===== src/tsp_pkg.sv =====
// Constants, register map and types for the tape status and packing block
package tsp_pkg;
  // ----------------------------------------
  // Register offsets
  // ----------------------------------------
  localparam logic [7:0] REG_CTRL   = 8'h00;
  localparam logic [7:0] REG_COUNT  = 8'h04;
  localparam logic [7:0] REG_STATUS = 8'h08;
  localparam logic [7:0] REG_STW1   = 8'h0C;
  localparam logic [7:0] REG_STW2   = 8'h10;
  localparam logic [7:0] REG_WDATA  = 8'h14;
  localparam logic [7:0] REG_RDATA  = 8'h18;
  // ----------------------------------------
  // Control fields
  // ----------------------------------------
  localparam int CTRL_START   = 0;
  localparam int CTRL_OP_LO   = 1;
  localparam int CTRL_IE      = 3;
  localparam int CTRL_CHAIN   = 4;
  localparam int CTRL_NEXT_OK = 5;
  localparam int CTRL_NEXT_OP = 6;
  localparam int CTRL_NEXT_IE = 8;
  localparam int CTRL_ABORT   = 9;
  // ----------------------------------------
  // Status word one bits
  // ----------------------------------------
  localparam int STW_OC  = 0;
  localparam int STW_EOR = 6;
  localparam int STW_CE  = 14;
  localparam int STW_LT  = 15;
  // ----------------------------------------
  // Data layout
  // ----------------------------------------
  localparam int CHAR_W = 8;
  localparam int WORD_W = 16;
  localparam logic [7:0] ODD_FILL = 8'hFF;
  localparam logic [1:0] OP_NOP = 2'h0;
  localparam logic [1:0] OP_RDB = 2'h1;
  localparam logic [1:0] OP_WRB = 2'h2;
  localparam int FIFO_DEPTH = 8;
  typedef enum {ST_IDLE, ST_XFER, ST_STAT1, ST_STAT2} tsp_state_t;
endpackage


===== src/tsp_top.sv =====
// Tape status reporting, character packing and word buffer
`timescale 1ns/10ps
`default_nettype none
// ----------------------------------------
// ----------------------------------------
module tsp_fifo #(
  parameter int WIDTH = 16,
  parameter int DEPTH = 8
) (
  input  wire logic             clk_sys,
  input  wire logic             rst,
  input  wire logic [WIDTH-1:0] in_data,
  input  wire logic             in_valid,
  output logic                  in_ready,
  output logic      [WIDTH-1:0] out_data,
  output logic                  out_valid,
  input  wire logic             out_ready
);
  localparam int AW = $clog2(DEPTH);
  logic [WIDTH-1:0] mem [DEPTH];
  logic [AW-1:0]    wp_r;
  logic [AW-1:0]    rp_r;
  logic [AW:0]      cnt_r;
  logic             push;
  logic             pop;
  assign in_ready  = (cnt_r != (AW+1)'(DEPTH));
  assign out_valid = (cnt_r != '0);
  assign push      = in_valid && in_ready;
  assign pop       = out_valid && out_ready;
  assign out_data  = mem[rp_r];
  always_ff @(posedge clk_sys) begin
    if (push) begin
      mem[wp_r] <= in_data;
    end
  end
  always_ff @(posedge clk_sys or posedge rst) begin
    if (rst) begin
      wp_r  <= '0;
      rp_r  <= '0;
      cnt_r <= '0;
    end else begin
      if (push) begin
        wp_r <= (wp_r == AW'(DEPTH-1)) ? '0 : wp_r + 1'b1;
      end
      if (pop) begin
        rp_r <= (rp_r == AW'(DEPTH-1)) ? '0 : rp_r + 1'b1;
      end
      cnt_r <= cnt_r + (AW+1)'(push) - (AW+1)'(pop);
    end
  end
endmodule

module tsp_top (
  input  wire logic        clk_sys,
  input  wire logic        rst,
  input  wire logic        psel,
  input  wire logic        penable,
  input  wire logic        pwrite,
  input  wire logic [7:0]  paddr,
  input  wire logic [31:0] pwdata,
  output logic      [31:0] prdata,
  output logic             pready,
  output logic             pslverr,
  input  wire logic [8:0]  tape_rd_char,
  input  wire logic        tape_rd_strobe,
  input  wire logic        tape_eor,
  output logic      [8:0]  tape_wr_char,
  output logic             tape_wr_strobe,
  input  wire logic        tape_wr_ready,
  output logic             busy,
  output logic             irq_req,
  output logic             two_status_words
);
  // ----------------------------------------
  // Pin synchronisers
  // ----------------------------------------
  logic [10:0] sy1_r;
  logic [10:0] sy2_r;
  logic        rs_d_r;
  logic        wr_d_r;
  logic        wr_q_r;
  always_ff @(posedge clk_sys or posedge rst) begin
    if (rst) begin
      sy1_r  <= '0;
      sy2_r  <= '0;
      rs_d_r <= 1'b0;
      wr_q_r <= 1'b0;
      wr_d_r <= 1'b0;
    end else begin
      sy1_r  <= {tape_eor, tape_rd_strobe, tape_rd_char};
      sy2_r  <= sy1_r;
      rs_d_r <= sy2_r[9];
      wr_q_r <= tape_wr_ready;
      wr_d_r <= wr_q_r;
    end
  end
  logic [8:0] rd_char;
  logic       rd_pulse;
  logic       eor_s;
  logic       wr_rdy_m;
  assign rd_char  = sy2_r[8:0];
  assign rd_pulse = sy2_r[9] && !rs_d_r;
  assign eor_s    = sy2_r[10];
  // ----------------------------------------
  // Control state
  // ----------------------------------------
  tsp_pkg::tsp_state_t st_r;
  logic [15:0] ctrl_r;
  logic [15:0] count_r;
  logic [15:0] stw1_r;
  logic [15:0] stw2_r;
  logic [15:0] rdata_r;
  logic        rvalid_r;
  logic        hi_r;
  logic [7:0]  hold_r;
  logic        stat_ie_r;
  logic        two_r;
  logic        eor_hit_r;
  logic        aborted_r;
  logic        lt_r;
  logic [1:0]  op;
  logic        wr_acc;
  logic        rd_acc;
  logic        start;
  logic        xfer_op;
  logic        chain_ok;
  logic        chain_bad;
  logic [15:0] f_out;
  logic        f_ov;
  logic        f_ir;
  logic        f_pop;
  logic        pe_ok;
  assign op      = ctrl_r[tsp_pkg::CTRL_OP_LO +: 2];
  assign xfer_op = (op == tsp_pkg::OP_RDB) || (op == tsp_pkg::OP_WRB);
  assign wr_acc  = psel && penable && pwrite;
  assign rd_acc  = psel && penable && !pwrite;
  assign start   = wr_acc && (paddr == tsp_pkg::REG_CTRL) && pwdata[tsp_pkg::CTRL_START] && (st_r == tsp_pkg::ST_IDLE);
  assign chain_ok  = ctrl_r[tsp_pkg::CTRL_CHAIN] && ctrl_r[tsp_pkg::CTRL_NEXT_OK]
                     && (ctrl_r[tsp_pkg::CTRL_NEXT_OP +: 2] == op);
  assign chain_bad = ctrl_r[tsp_pkg::CTRL_CHAIN] && ctrl_r[tsp_pkg::CTRL_NEXT_OK]
                     && (ctrl_r[tsp_pkg::CTRL_NEXT_OP +: 2] != op);
  assign busy    = (st_r != tsp_pkg::ST_IDLE);
  assign pready  = 1'b1;
  assign pslverr = 1'b0;
  assign wr_rdy_m = wr_d_r;
  assign pe_ok    = ^rd_char;
  logic done_now;
  assign done_now = (count_r == '0) || eor_s || ctrl_r[tsp_pkg::CTRL_ABORT];
  // ----------------------------------------
  // Sequencer
  // ----------------------------------------
  always_ff @(posedge clk_sys or posedge rst) begin
    if (rst) begin
      st_r      <= tsp_pkg::ST_IDLE;
      stw1_r    <= '0;
      stw2_r    <= '0;
      stat_ie_r <= 1'b0;
      two_r     <= 1'b0;
      eor_hit_r <= 1'b0;
      aborted_r <= 1'b0;
      lt_r      <= 1'b0;
    end else begin
      case (st_r)
        tsp_pkg::ST_IDLE: begin
          if (start) begin
            st_r      <= (pwdata[tsp_pkg::CTRL_OP_LO +: 2] == tsp_pkg::OP_NOP) ? tsp_pkg::ST_STAT1 : tsp_pkg::ST_XFER;
            eor_hit_r <= 1'b0;
            aborted_r <= 1'b0;
            lt_r      <= 1'b0;
            two_r     <= 1'b0;
            stw1_r    <= (pwdata[tsp_pkg::CTRL_OP_LO +: 2] == tsp_pkg::OP_NOP) ? 16'h0001 << tsp_pkg::STW_OC : 16'h0000;
            stat_ie_r <= pwdata[tsp_pkg::CTRL_IE];
          end
        end
        tsp_pkg::ST_XFER: begin
          if (done_now) begin
            if (count_r == '0 && chain_ok && !ctrl_r[tsp_pkg::CTRL_ABORT]) begin
              st_r      <= tsp_pkg::ST_STAT1;
              stw1_r    <= 16'h0001 << tsp_pkg::STW_LT;
              lt_r      <= 1'b1;
              stat_ie_r <= ctrl_r[tsp_pkg::CTRL_NEXT_IE];
            end else begin
              st_r      <= tsp_pkg::ST_STAT1;
              two_r     <= xfer_op;
              eor_hit_r <= eor_s && (op == tsp_pkg::OP_RDB);
              aborted_r <= ctrl_r[tsp_pkg::CTRL_ABORT] || chain_bad;
              stw1_r    <= ((count_r == '0 && !chain_bad) ? 16'h0001 << tsp_pkg::STW_OC : 16'h0000)
                         | ((eor_s) ? 16'h0001 << tsp_pkg::STW_EOR : 16'h0000)
                         | ((chain_bad) ? 16'h0001 << tsp_pkg::STW_CE : 16'h0000);
              stat_ie_r <= ctrl_r[tsp_pkg::CTRL_IE];
            end
          end
        end
        tsp_pkg::ST_STAT1: begin
          if (two_r) begin
            st_r   <= tsp_pkg::ST_STAT2;
            stw2_r <= (eor_hit_r || aborted_r) ? count_r : 16'h0000;
          end else begin
            st_r <= lt_r ? tsp_pkg::ST_XFER : tsp_pkg::ST_IDLE;
            lt_r <= 1'b0;
          end
        end
        tsp_pkg::ST_STAT2: begin
          st_r <= tsp_pkg::ST_IDLE;
        end
        default: begin
          st_r <= tsp_pkg::ST_IDLE;
        end
      endcase
    end
  end
  assign irq_req          = (st_r == tsp_pkg::ST_STAT1) && stat_ie_r;
  assign two_status_words = (st_r != tsp_pkg::ST_IDLE) && two_r;
  // ----------------------------------------
  // Character packing
  // ----------------------------------------
  assign f_pop = f_ov && (st_r == tsp_pkg::ST_XFER) && (op == tsp_pkg::OP_WRB) && wr_rdy_m && !tape_wr_strobe;
  always_ff @(posedge clk_sys or posedge rst) begin
    if (rst) begin
      count_r        <= '0;
      hi_r           <= 1'b1;
      hold_r         <= '0;
      rdata_r        <= '0;
      rvalid_r       <= 1'b0;
      tape_wr_char   <= '0;
      tape_wr_strobe <= 1'b0;
    end else begin
      tape_wr_strobe <= 1'b0;
      if (wr_acc && paddr == tsp_pkg::REG_COUNT && st_r == tsp_pkg::ST_IDLE) begin
        count_r <= pwdata[15:0];
      end
      if (start) begin
        hi_r     <= 1'b1;
        rvalid_r <= 1'b0;
      end
      if (rd_acc && paddr == tsp_pkg::REG_RDATA) begin
        rvalid_r <= 1'b0;
      end
      if (st_r == tsp_pkg::ST_XFER && op == tsp_pkg::OP_WRB && f_pop && count_r != '0) begin
        tape_wr_char   <= {~^(hi_r ? f_out[15:8] : f_out[7:0]), hi_r ? f_out[15:8] : f_out[7:0]};
        tape_wr_strobe <= 1'b1;
        count_r        <= count_r - 16'h0001;
        hi_r           <= 1'b1;
      end
      if (st_r == tsp_pkg::ST_XFER && op == tsp_pkg::OP_RDB && rd_pulse && count_r != '0 && pe_ok) begin
        count_r <= count_r - 16'h0001;
        if (hi_r) begin
          hold_r <= rd_char[7:0];
          hi_r   <= 1'b0;
          if (count_r == 16'h0001) begin
            rdata_r  <= {rd_char[7:0], tsp_pkg::ODD_FILL};
            rvalid_r <= 1'b1;
            hi_r     <= 1'b1;
          end
        end else begin
          rdata_r  <= {hold_r, rd_char[7:0]};
          rvalid_r <= 1'b1;
          hi_r     <= 1'b1;
        end
      end
    end
  end
  // Write words pass through the fifo; odd last word only sends its upper byte
  logic wr_half_r;
  always_ff @(posedge clk_sys or posedge rst) begin
    if (rst) begin
      wr_half_r <= 1'b0;
    end else if (start) begin
      wr_half_r <= 1'b0;
    end else if (f_pop && count_r != '0) begin
      wr_half_r <= ~wr_half_r && (count_r != 16'h0001);
    end
  end
  logic [15:0] f_out_raw;
  logic        f_pop_word;
  assign f_out      = wr_half_r ? {f_out_raw[7:0], 8'h00} : f_out_raw;
  assign f_pop_word = f_pop && count_r != '0 && (wr_half_r || count_r == 16'h0001);
  tsp_fifo #(.WIDTH(tsp_pkg::WORD_W), .DEPTH(tsp_pkg::FIFO_DEPTH)) u_fifo (
    .clk_sys   (clk_sys),
    .rst       (rst),
    .in_data   (pwdata[15:0]),
    .in_valid  (wr_acc && paddr == tsp_pkg::REG_WDATA),
    .in_ready  (f_ir),
    .out_data  (f_out_raw),
    .out_valid (f_ov),
    .out_ready (f_pop_word)
  );
  // ----------------------------------------
  // APB read mux
  // ----------------------------------------
  always_comb begin
    prdata = 32'h0000_0000;
    case (paddr)
      tsp_pkg::REG_CTRL:   prdata = {16'h0000, ctrl_r};
      tsp_pkg::REG_COUNT:  prdata = {16'h0000, count_r};
      tsp_pkg::REG_STATUS: prdata = {27'h0, f_ir, f_ov, rvalid_r, two_r, busy};
      tsp_pkg::REG_STW1:   prdata = {16'h0000, stw1_r};
      tsp_pkg::REG_STW2:   prdata = {16'h0000, stw2_r};
      tsp_pkg::REG_RDATA:  prdata = {16'h0000, rdata_r};
      default:             prdata = 32'h0000_0000;
    endcase
  end
  always_ff @(posedge clk_sys or posedge rst) begin
    if (rst) begin
      ctrl_r <= '0;
    end else if (wr_acc && paddr == tsp_pkg::REG_CTRL) begin
      if (busy) begin
        ctrl_r[tsp_pkg::CTRL_ABORT] <= pwdata[tsp_pkg::CTRL_ABORT];
      end else begin
        ctrl_r <= {pwdata[15:1], 1'b0};
      end
    end
  end
endmodule
`default_nettype wire


===== config.mk =====
export PLATFORM = sky130hd
export DESIGN_NAME = tsp_top
export DESIGN_NICKNAME = d
export VERILOG_FILES = /design/src/tsp_pkg.sv /design/src/tsp_top.sv
export SDC_FILE = /design/constraint.sdc
export NUM_CORES = 1
export LEC_CHECK = 0
export ABC_AREA = 1
export ABC_CLOCK_PERIOD_IN_PS = 5600
export BUFFER_PORTS_ARGS = -buffer_cell sky130_fd_sc_hd__buf_2
export CORE_MARGIN = 2
export CORE_UTILIZATION = 30
export CTS_BUF_LIST = sky130_fd_sc_hd__clkbuf_16
export CTS_CLUSTER_SIZE = 40
export DETAILED_ROUTE_END_ITERATION = 12
export PLACE_DENSITY = 0.49
export SLEW_MARGIN = 30
export SYNTH_ARGS = -nofsm -noshare
export SYNTH_HDL_FRONTEND = slang
export SYNTH_SLANG_ARGS = --single-unit

===== constraint.sdc =====
create_clock -name clk_sys -period 5.6 [get_ports clk_sys]
set_clock_uncertainty 0.1 [all_clocks]
set_input_delay 1.12 -clock clk_sys [delete_from_list [all_inputs] [get_ports clk_sys]]
set_output_delay 1.12 -clock clk_sys [all_outputs]
set_load 0.05 [all_outputs]

==> results.tsv, run 1 <==
stage	metric	value	unit
run_status	status	completed	
floorplanning	die extent in y	204.1	µm
synthesis	Synth cell types	50	
clock_network	hold_buf cts	0	
place	PortBufs	69	
worst_setup_path	CP cell instances	buf_2, or2_1, nor3_1, nand2_1, clkinv_1, nand2_1, o21ai_0, a221oi_1, o21ai_0, buf_2	
floorplanning	die area	41640	µm²
synthesis	Gate Count Post-Synth	1292	
worst_setup_path	Worst Setup EP	prdata[15]	
clock_network	TritonCTS clock tree	yes	
sta	slew margin rel.	32.42	%
clock_network	clock latency on the worst-skew pair	560	ps
power_and_ir_drop	P_sw	974.5	µW
synthesis	Mean Syn Cell Area	9.293	µm²
worst_setup_path	Critical Path RT	4380	ps
worst_setup_path	reg2reg end	u_fifo.cnt_r[2]	
sta	slew at the pin closest to its max-slew limit	1010	ps
synthesis	area share of the largest cell type after synthesis	32.01	%
place	pre-CTS setup slack	1303	ps
grt	first-pass GRT wire length	49370	µm
worst_setup_path	worst reg2reg setup slack	2040	ps
grt	largest net degree at the start of global routing	95	
worst_setup_path	Reg-to-Reg Start	count_r[0]	
finish	fin nets	1430	
floorplanning	die width	204.1	µm
worst_setup_path	critical path depth	10	
finish	multi-input logic area	4035	µm²
worst_setup_path	startpoint types	input pin	
floorplanning	I/O pin cnt	104	
finish	antenna cell count	0	
finish	sequential cell area	7101	µm²
grt	grt ovf	0	
power_and_ir_drop	Peak VDD IR	231.8	µV
clock_network	clock tree root driver cell	clkbuf_16	
synthesis	largest area contributor in the netlist	edfxtp_1	
sta	RSZ-0062 raised after global routing	no	
worst_setup_path	Worst Setup SP	paddr[1]	
routing	initial detailed-routing violation count	431	
synthesis	synth warn	0	
synthesis	EDFF count, synth	128	
floorplanning	initial core utilization	30.29	%
sta	post-route minimum period	4327	ps
finish	share of layout cells above drive strength 1	11.81	%
place	Post-Place Cells	1853	
place	hpwl dp	20990	µm
worst_setup_path	CP Data Arrival Time	3110	ps
power_and_ir_drop	sequential share of power	50.6	%
clock_network	Sink Count	258	
clock_network	Gates resized, CTS repair	0	
grt	initial antenna violation count	1	
power_and_ir_drop	sw frac	23.95	%
clock_network	clk slew on worst S/H paths	60	ps
synthesis	Yosys reg bits	258	
floorplanning	row cnt	73	
worst_setup_path	Crit path max-delay family	simple AND/OR/NAND/NOR gates	
finish	fill count	4054	
power_and_ir_drop	power density cells	296.1	nW/µm²
routing	drt first pass iters	5	
worst_setup_path	crit-path max FO	9	
clock_network	TritonCTS buffer count	28	
sta	Final setup viols	0	
finish	final cell count without fillers	1905	
clock_network	CTS Buffer Depth	3	
sta	f_max	231.1	MHz
worst_setup_path	Worst Path Buf+Inv	3	
routing	Post-DRT Antenna Nets	0	
sta	final cycle utilization of the critical path	77.27	%
sta	Hold Violations, Final	0	
synthesis	Primary FF master, synth	dfrtp_1	
synthesis	main area contributors after synthesis	edfxtp_1 (32%), dfrtp_1 (27%), nand2_1 (12%)	
power_and_ir_drop	leak pwr	0.006206	µW
sta	final max-slew violation count	0	
finish	Area Overhead vs Synth	14.46	%
grt	vias in the first global route	8520	
hold_path	worst hold-check path type	flop to flop	
floorplanning	Core ar.	39640	µm²
power_and_ir_drop	share of total power in the clock network	43.0	%
power_and_ir_drop	Comb pwr share	6.4	%
place	global placement routability congestion	0.8270	
worst_setup_path	R2R depth	16	
run	MaxCap Viol Count	0	
clock_network	Post-CTS Setup Repair Bufs	0	
synthesis	Post-Syn Area	12010	µm²
worst_setup_path	CP max-delay cell	clkinv_1	
routing	drt wl/cell	16.85	µm
power_and_ir_drop	P_int	3095	µW
worst_setup_path	Worst path max stage delay	370	ps
routing	drc violations	0	
sta	Setup WS post-layout	1273	ps
routing	DR vias	8776	
clock_network	H-tree lvl count	1	
routing	Vias/cell	4.607	
grt	Total GRT Usage	15.49	%
worst_setup_path	crit path capture type	output pin	
synthesis	Async SR Flop Fraction	50.39	%
synthesis	Seq/Total Area, Yosys	59.12	%
worst_setup_path	type of the worst setup path	input pin to output pin	
sta	setup_tns	0	ps
routing	Post-Route WL	32100	µm
## per-stage QoR
stage               hold slack (ps)  util [%]  total power, µW  instance area, µm²
floorplan                     231.2         -             2280               12070
global placement              231.5     32.49             2359               12880
detailed placement            237.0     32.49             2363               12880
CTS                           246.6     34.66             4115               13740
global route                  252.3     34.67             4221               13740
finish                        247.7     34.67             4070               13740
## layout by cell type (no fill, tap or decap), types with 2 or more instances in the layout
cell | Yosys | routed
a21oi_1 | 15 | 15
a221oi_1 | 8 | 8
buf_2 | 16 | 69
buf_4 | 19 | 16
bufinv_16 | 0 | 2
clkbuf_16 | 0 | 28
clkinv_1 | 2 | 11
clkinv_2 | 0 | 2
conb_1 | 2 | 18
dfrtp_1 | 129 | 127
dfrtp_2 | 0 | 2
edfxtp_1 | 128 | 128
ha_1 | 14 | 14
inv_1 | 158 | 165
inv_2 | 4 | 5
mux2i_1 | 5 | 5
nand2_1 | 389 | 389
nand2_2 | 5 | 5
nand3_1 | 121 | 121
nand4_1 | 8 | 8
nand4_2 | 2 | 2
nor2_1 | 49 | 49
nor2_2 | 7 | 7
nor2_4 | 2 | 2
nor3_1 | 23 | 15
nor3_2 | 0 | 8
nor4_1 | 2 | 2
nor4_4 | 3 | 3
o2111ai_1 | 7 | 7
o21ai_0 | 72 | 72
o21ai_1 | 23 | 23
o22ai_1 | 8 | 8
or2_1 | 2 | 2
or2_2 | 3 | 3
xnor2_1 | 10 | 10
xor2_1 | 10 | 10
## how the worst min path moves through the flow
stage               startpoint   endpoint  slack (ps)  depth (start not counted)
floorplan             sy1_r[0]   sy2_r[0]         230                          0
global placement     sy1_r[10]  sy2_r[10]         230                          0
detailed placement    sy1_r[1]   sy2_r[1]         240                          0
CTS                   sy1_r[5]   sy2_r[5]         250                          0
global route          sy1_r[8]   sy2_r[8]         250                          0
finish                sy1_r[8]   sy2_r[8]         250                          0
## flip-flops by register name, summed over array words and instances, names as in the netlist, 4 cells and up
register      flops
tape_wr_char      9
rdata_r          16
ctrl_r           15
count_r          16
sy1_r            11
stw2_r           16
u_fifo.cnt_r      4
u_fifo.mem      128
sy2_r            11
hold_r            8
stw1_r            4
## worst reg2reg max path, cell delays in order (launching register included)
cell,delay (ps)
dfrtp_1,450
inv_1,160
ha_1,230
nand2_1,140
nor2_2,210
inv_2,70
nor2_2,270
inv_2,110
nand4_2,80
buf_4,300
a21oi_2,180
ha_1,320
inv_1,60
ha_1,170
inv_1,60
fa_1,400
xnor2_1,130
## power groups by stage
| stage | Sequential [µW] | Clock [µW] | Combinational [µW] |
|---|---|---|---|
| 5_1_grt | 2060 | 1860 | 294 |
| 3_3_place_gp | 2100 | 0 | 261 |
| 6_report | 2060 | 1750 | 260 |
| 3_5_place_dp | 2100 | 0 | 265 |
| 2_1_floorplan | 2090 | 0 | 188 |
| 4_1_cts | 2060 | 1790 | 266 |
## kinds of logic (layout without fill, tap and decap cells)
| kind of cell | count (synthesis) | after routing | share of synthesized area, % |
|---|---|---|---|
| AO/OA/AOI/OAI | 143 | 143 | 6.805 |
| XOR/XNOR | 20 | 20 | 1.459 |
| adder cells (fa/ha/maj) | 15 | 15 | 1.626 |
| buffers and inverters | 229 | 301 | 8.108 |
| flip-flops | 258 | 258 | 59.12 |
| multiplexers | 5 | 5 | 0.4169 |
| other | 2 | 18 | 0.06255 |
| AND/OR/NAND/NOR | 620 | 620 | 22.41 |
## layer usage
layer	GRT usage, %	share of wire [%]	wire length [µm]	vias to the layer above
met5	0	0	0	-
li1	-	-	-	4328
met3	1.913	4.2	1338	49
met1	20.72	45	14440	4181
met4	3.597	2.5	790	0
met2	26.80	48	15530	218
## cell type report
cell class	instances	area share (%)
timing repair buffer	85	3.387
tap	525	4.780
clock inverter	24	1.174
inverter	164	4.534
sequential	258	51.67
clock buffer	28	5.098
multi-input combinational	821	29.36
## synth_stat cells (7+ instances only)
| library cell | count |
|---|---|
| ha_1 | 14 |
| dfrtp_1 | 129 |
| edfxtp_1 | 128 |
| xor2_1 | 10 |
| buf_1 | 9 |
| nand4_1 | 8 |
| a221oi_1 | 8 |
| inv_1 | 158 |
| o21ai_1 | 23 |
| buf_2 | 16 |
| nor2_2 | 7 |
| o22ai_1 | 8 |
| nor2_1 | 49 |
| o21ai_0 | 72 |
| a21oi_1 | 15 |
| o2111ai_1 | 7 |
| nor3_1 | 23 |
| nand3_1 | 121 |
| nand2_1 | 389 |
| clkbuf_1 | 18 |
| xnor2_1 | 10 |
| buf_4 | 19 |
Power figures use the tool's default switching activity.
==> run 2: changes to the inputs <==
ABC_AREA = 0   (was 1)
ABC_CLOCK_PERIOD_IN_PS = 4300   (was 5600)
clock period = 4.3 ns   (was 5.6 ns; I/O delays follow)
==> run 2 against run 1 <==
  * Synthesized area is 6.6% lower
  * Clock power is 28% higher
  * Sequential power is 35% higher
  * Design area is 5.1% lower
  * Combinational power grew to 2.5 times the previous value
  * Setup slack worse by 680 ps
  * Wire length is 11% lower
  * Cell count is 23% lower
  * Count of clock-buffer cells in the layout stayed put
  * Via count is 18% lower
  * First-iteration DRC count is 54% higher
  * Largest power group unchanged
==> results.tsv, run 2 <==
stage	metric	value	unit
floorplanning	row cnt	70	
hold_path	worst hold-check path type	input pin to async pin	
grt	first-pass GRT wire length	43590	µm
worst_setup_path	startpoint types	input pin	
synthesis	Gate Count Post-Synth	898	
finish	fin nets	1054	
routing	drt first pass iters	6	
sta	final cycle utilization of the critical path	86.20	%
clock_network	hold_buf cts	0	
floorplanning	die width	197.3	µm
synthesis	synth warn	0	
synthesis	Yosys reg bits	258	
finish	share of layout cells above drive strength 1	17.93	%
grt	largest net degree at the start of global routing	50	
worst_setup_path	Critical Path RT	3340	ps
grt	grt ovf	0	
finish	Largest Register	u_fifo.mem	
finish	fill count	3619	
synthesis	largest area contributor in the netlist	edfxtp_1	
power_and_ir_drop	P_int	4151	µW
finish	Area Overhead vs Synth	16.29	%
synthesis	most frequent cells after synthesis	nand2_1 (144), dfrtp_1 (129), edfxtp_1 (128)	
clock_network	clock tree root driver cell	clkbuf_16	
worst_setup_path	CP cell instances	buf_2, or4_1, nor3_2, buf_4, a22oi_1, nand2_1, buf_2	
grt	initial antenna violation count	0	
power_and_ir_drop	power density cells	435.4	nW/µm²
floorplanning	I/O pin cnt	104	
routing	drc violations	0	
routing	initial detailed-routing violation count	664	
worst_setup_path	CP max-delay cell	or4_1	
worst_setup_path	R2R depth	12	
floorplanning	die area	38930	µm²
finish	most frequent cells in the layout	nand2_1 (144), dfrtp_1 (128), edfxtp_1 (128), mux2i_1 (75), buf_2 (69)	
synthesis	most frequent cell after synthesis	nand2_1	
sta	post-route minimum period	3707	ps
grt	Total GRT Usage	14.82	%
worst_setup_path	crit-path max FO	20	
sta	f_max	269.8	MHz
power_and_ir_drop	Comb pwr share	11.7	%
synthesis	Mean Syn Cell Area	12.48	µm²
synthesis	Async SR Flop Fraction	50.39	%
clock_network	TritonCTS clock tree	yes	
clock_network	Sink Count	258	
worst_setup_path	crit path capture type	output pin	
sta	RSZ-0062 raised after global routing	no	
clock_network	Gates resized, CTS repair	0	
clock_network	clock latency on the worst-skew pair	560	ps
grt	vias in the first global route	7014	
power_and_ir_drop	P_sw	1525	µW
routing	Post-DRT Antenna Nets	0	
synthesis	Seq/Total Area, Yosys	63.31	%
routing	Post-Route WL	28630	µm
sta	final hold slack	230.3	ps
sta	final max-slew violation count	0	
sta	slew at the pin closest to its max-slew limit	950.8	ps
finish	max reg flops	128	
routing	Vias/cell	4.910	
synthesis	Post-Syn Area	11210	µm²
power_and_ir_drop	share of total power in the clock network	39.4	%
routing	drt wl/cell	19.45	µm
worst_setup_path	type of the worst setup path	input pin to output pin	
floorplanning	initial core utilization	30.55	%
clock_network	H-tree lvl count	1	
place	global placement routability congestion	0.8179	
power_and_ir_drop	sw frac	26.87	%
run	MaxCap Viol Count	0	
place	PortBufs	69	
synthesis	Primary FF master, synth	dfrtp_1	
power_and_ir_drop	sequential share of power	48.9	%
worst_setup_path	cell repeated most along the worst path	buf_2	
clock_network	CTS Buffer Depth	3	
floorplanning	die extent in y	197.3	µm
sta	slew margin rel.	36.40	%
place	hpwl dp	18880	µm
finish	antenna cell count	0	
synthesis	main area contributors after synthesis	edfxtp_1 (34%), dfrtp_1 (29%), mux2i_1 (6.7%)	
routing	DR vias	7227	
clock_network	Post-CTS Setup Repair Bufs	0	
synthesis	area share of the largest cell type after synthesis	34.29	%
worst_setup_path	Worst path max stage delay	700	ps
power_and_ir_drop	Peak VDD IR	300.7	µV
run_status	status	completed	
synthesis	EDFF count, synth	128	
clock_network	TritonCTS buffer count	28	
power_and_ir_drop	leak pwr	0.005226	µW
floorplanning	Core ar.	36700	µm²
finish	most common cell after layout, fill and taps aside	nand2_1	
sta	Hold Violations, Final	0	
synthesis	Synth cell types	62	
sta	Final setup viols	0	
sta	setup_tns	0	ps
clock_network	clk slew on worst S/H paths	60	ps
worst_setup_path	CP Data Arrival Time	2750	ps
## run 2: layer usage
layer / part of all wire (%) / wire (µm) / track usage, % / up-vias
li1: - / - / - / 3421
met1: 47 / 13530 / 21.33 / 3572
met2: 46 / 13210 / 23.34 / 193
met3: 4.6 / 1320 / 2.578 / 41
met4: 2.0 / 578 / 3.314 / 0
met5: 0 / 0 / 0 / -
## run 2: cells by family after synthesis
kind of cell | share of synthesized area (%)
flops | 63.31
simple gates | 10.28
compound gates | 10.19
mux | 9.074
buf+inv | 3.728
xor+xnor | 1.607
fa+ha+maj | 1.741
other cells | 0.06699
## run 2: worst max-delay path: cells and delay by family
family	cells	cell delay, ps
AND/OR/NAND/NOR	3	1070
buffers and inverters	3	660
AO/OA/AOI/OAI	1	150
## run 2: cell type report
cell class	instances	area, µm²	area share (%)
flip-flops and latches	258	7102	54.47
well taps	468	585.6	4.491
multi-input cells	570	3777	28.97
repair buffers	102	641.9	4.923
inverters	22	86.33	0.6622
clock inverters	24	143.9	1.104
clock buffers	28	700.7	5.374
## run 2: final timing paths
check / startpoint / end / slack [ps]
setup / recovery: paddr[1] / prdata[4] / 590
setup reg to reg: count_r[8] / u_fifo.cnt_r[2] / 640
min in group clk_sys: sy1_r[7] / sy2_r[7] / 250
hold reg to reg: sy1_r[7] / sy2_r[7] / 250
hold / removal: rst / sy1_r[9] / 230
max in group asynchronous: rst / count_r[0] / 3160
## run 2: power by group through the flow
stage / clock network [µW] / logic (µW) / registers [µW]
floorplan: 0 / 514 / 2780
global placement: 0 / 658 / 2820
detailed placement: 0 / 665 / 2820
CTS: 2300 / 668 / 2780
global route: 2410 / 735 / 2790
finish: 2240 / 662 / 2780
## run 2: metrics by stage
| step | utilization [%] | worst slack [ps] | instance area (µm²) | cells | power [µW] |
|---|---|---|---|---|---|
| global placement | 33.12 | 627.2 | 12150 | 1418 | 3481 |
| finish | 35.53 | 593.4 | 13040 | 1472 | 5676 |
| global route | 35.53 | 368.9 | 13040 | 1472 | 5933 |
| CTS | 35.45 | 595.9 | 13010 | 1471 | 5747 |
| detailed placement | 33.15 | 594.7 | 12170 | 1419 | 3488 |
| floorplan | - | 381.1 | 11270 | 914 | 3290 |
==> run 3: changes to the inputs <==
BUFFER_PORTS_ARGS = default   (was -buffer_cell sky130_fd_sc_hd__buf_2)
CELL_PAD_IN_SITES_DETAIL_PLACEMENT = 0   (was default)
CELL_PAD_IN_SITES_GLOBAL_PLACEMENT = 2   (was default)
DONT_BUFFER_PORTS = 1   (was default)
PLACE_DENSITY = 0.61   (was 0.49)
==> run 3 against run 2 <==
  * Non-clock buffer count fell by 50
  * Cell count shrank 3.4%
  * Critical path depth up 5
  * Worst hold slack got worse by 37 ps
  * Sequential power about the same
  * Setup slack improved by 67 ps
  * First-iteration DRC count shrank 31%
  * Flip-flop and latch count unchanged
  * Largest cell class unchanged
  * Highest routed layer unchanged
==> results.tsv, run 3 (same netlist as run 2, synthesis figures left out) <==
stage	metric	value	unit
finish	max reg flops	128	
finish	fin nets	1004	
sta	f_max	274.7	MHz
finish	share of layout cells above drive strength 1	13.84	%
finish	antenna cell count	0	
sta	final cycle utilization of the critical path	84.65	%
clock_network	Sink Count	258	
clock_network	CTS Buffer Depth	3	
floorplanning	row cnt	70	
grt	GR Util met1	21.00	%
finish	most common cell after layout, fill and taps aside	nand2_1	
finish	Area Overhead vs Synth	15.11	%
routing	Vias/cell	4.916	
worst_setup_path	CP Data Arrival Time	3970	ps
worst_setup_path	Reg-to-Reg Start	count_r[8]	
sta	RSZ-0062 raised after global routing	no	
finish	fill count	3641	
worst_setup_path	crit path capture type	flop	
place	global placement routability congestion	0.7525	
finish	most frequent cells in the layout	nand2_1 (144), dfrtp_1 (128), edfxtp_1 (128), mux2i_1 (75), buf_4 (47)	
worst_setup_path	Crit path max-delay family	simple AND/OR/NAND/NOR gates	
clock_network	clk slew on worst S/H paths	60	ps
power_and_ir_drop	Peak VDD IR	294.8	µV
run_status	status	completed	
floorplanning	I/O pin cnt	104	
worst_setup_path	CP max-delay cell	or4_4	
clock_network	clock latency on the worst-skew pair	560	ps
sta	final max-slew violation count	0	
routing	drc violations	0	
worst_setup_path	CP cell instances	or4_4, or3_1, nor2_1, and3_1, nor2_1, nor3_1, ha_1, inv_1, ha_1, inv_1, fa_1, xnor2_1	
floorplanning	initial core utilization	30.55	%
worst_setup_path	Critical Path RT	4630	ps
finish	sequential cell area	7102	µm²
worst_setup_path	worst reg2reg setup slack	660	ps
routing	drt wl/cell	20.90	µm
place	hpwl dp	20040	µm
run	MaxCap Viol Count	0	
grt	grt peak-use layer	met2	
grt	initial antenna violation count	0	
worst_setup_path	startpoint types	flop	
clock_network	Gates resized, CTS repair	0	
routing	Post-Route WL	29720	µm
power_and_ir_drop	leak pwr	0.005037	µW
worst_setup_path	crit-path max FO	8	
grt	grt ovf	0	
clock_network	clock tree root driver cell	clkbuf_16	
clock_network	TritonCTS buffer count	28	
sta	Hold Violations, Final	0	
worst_setup_path	type of the worst setup path	flop to flop	
power_and_ir_drop	power density cells	445.5	nW/µm²
sta	Final setup viols	0	
worst_setup_path	R2R depth	12	
worst_setup_path	Worst Path Buf+Inv	2	
grt	first-pass GRT wire length	44910	µm
floorplanning	die extent in y	197.3	µm
grt	M3 GR Usage	2.561	%
routing	drt first pass iters	5	
clock_network	H-tree lvl count	1	
worst_setup_path	reg2reg end	u_fifo.cnt_r[2]	
sta	final hold slack	193.5	ps
grt	vias in the first global route	7004	
grt	Total GRT Usage	15.50	%
floorplanning	die width	197.3	µm
clock_network	Post-CTS Setup Repair Bufs	0	
routing	Post-DRT Antenna Nets	0	
finish	multi-input logic area	3781	µm²
routing	DR vias	6991	
finish	Largest Register	u_fifo.mem	
routing	initial detailed-routing violation count	458	
grt	met2 usage	25.94	%
grt	largest net degree at the start of global routing	56	
floorplanning	Core ar.	36700	µm²
worst_setup_path	Worst path max stage delay	570	ps
sta	setup_tns	0	ps
place	PortBufs	0	
clock_network	TritonCTS clock tree	yes	
hold_path	worst hold-check path type	input pin to async pin	
clock_network	hold_buf cts	0	
sta	post-route minimum period	3640	ps
sta	slew margin rel.	35.44	%
floorplanning	die area	38930	µm²
sta	slew at the pin closest to its max-slew limit	966.4	ps
## run 3: worst max-delay path by stage
stage / from / endpoint / slack [ps] / depth (start not counted)
finish: count_r[8] / u_fifo.cnt_r[2] / 660 / 12
global route: count_r[8] / u_fifo.cnt_r[2] / 360 / 12
CTS: count_r[8] / u_fifo.cnt_r[2] / 560 / 12
detailed placement: count_r[8] / u_fifo.cnt_r[2] / 580 / 12
global placement: count_r[8] / u_fifo.cnt_r[2] / 630 / 12
floorplan: paddr[1] / u_fifo.mem[0][0] / 380 / 5
## run 3: metrics by stage
step	total power, µW	std cells	area, µm²	util (%)	setup slack (ps)
finish	5749	1422	12900	35.17	660.0
global route	6004	1422	12900	35.17	356.4
global placement	3457	1370	12010	32.71	634.3
detailed placement	3462	1370	12010	32.72	579.7
CTS	5830	1422	12900	35.17	562.8
floorplan	3290	914	11270	-	381.1
## run 3: area by class of cell
cell class	count	area share, %
Inverter	22	0.6690
Timing Repair Buffer	52	3.510
Sequential cell	258	55.03
Tap cell	468	4.538
Clock buffer	28	5.430
Clock inverter	24	1.522
Multi-Input combinational cell	570	29.30
## run 3: report_power, final
part	total (µW)	leakage (µW)	switching (µW)	internal, µW
sequential	2780	0.00286	97.4	2680
clock	2350	0.000467	989	1360
combinational	623	0.00171	403	220
## run 3: worst register-to-register path, delay by kind of cell (launching register included)
| family | cells | cell delay [ps] |
|---|---|---|
| DFF | 1 | 460 |
| and+or+nand+nor | 6 | 1840 |
| xor gates and xnor gates | 1 | 140 |
| adders and majority gates | 3 | 870 |
| buffers and inverters | 2 | 120 |
## run 3: layer usage
layer / vias to the layer above / share of wire (%)
met3: 44 / 3.4
met2: 121 / 48
met4: 0 / 2.3
met1: 3515 / 46
met5: - / 0
li1: 3311 / -
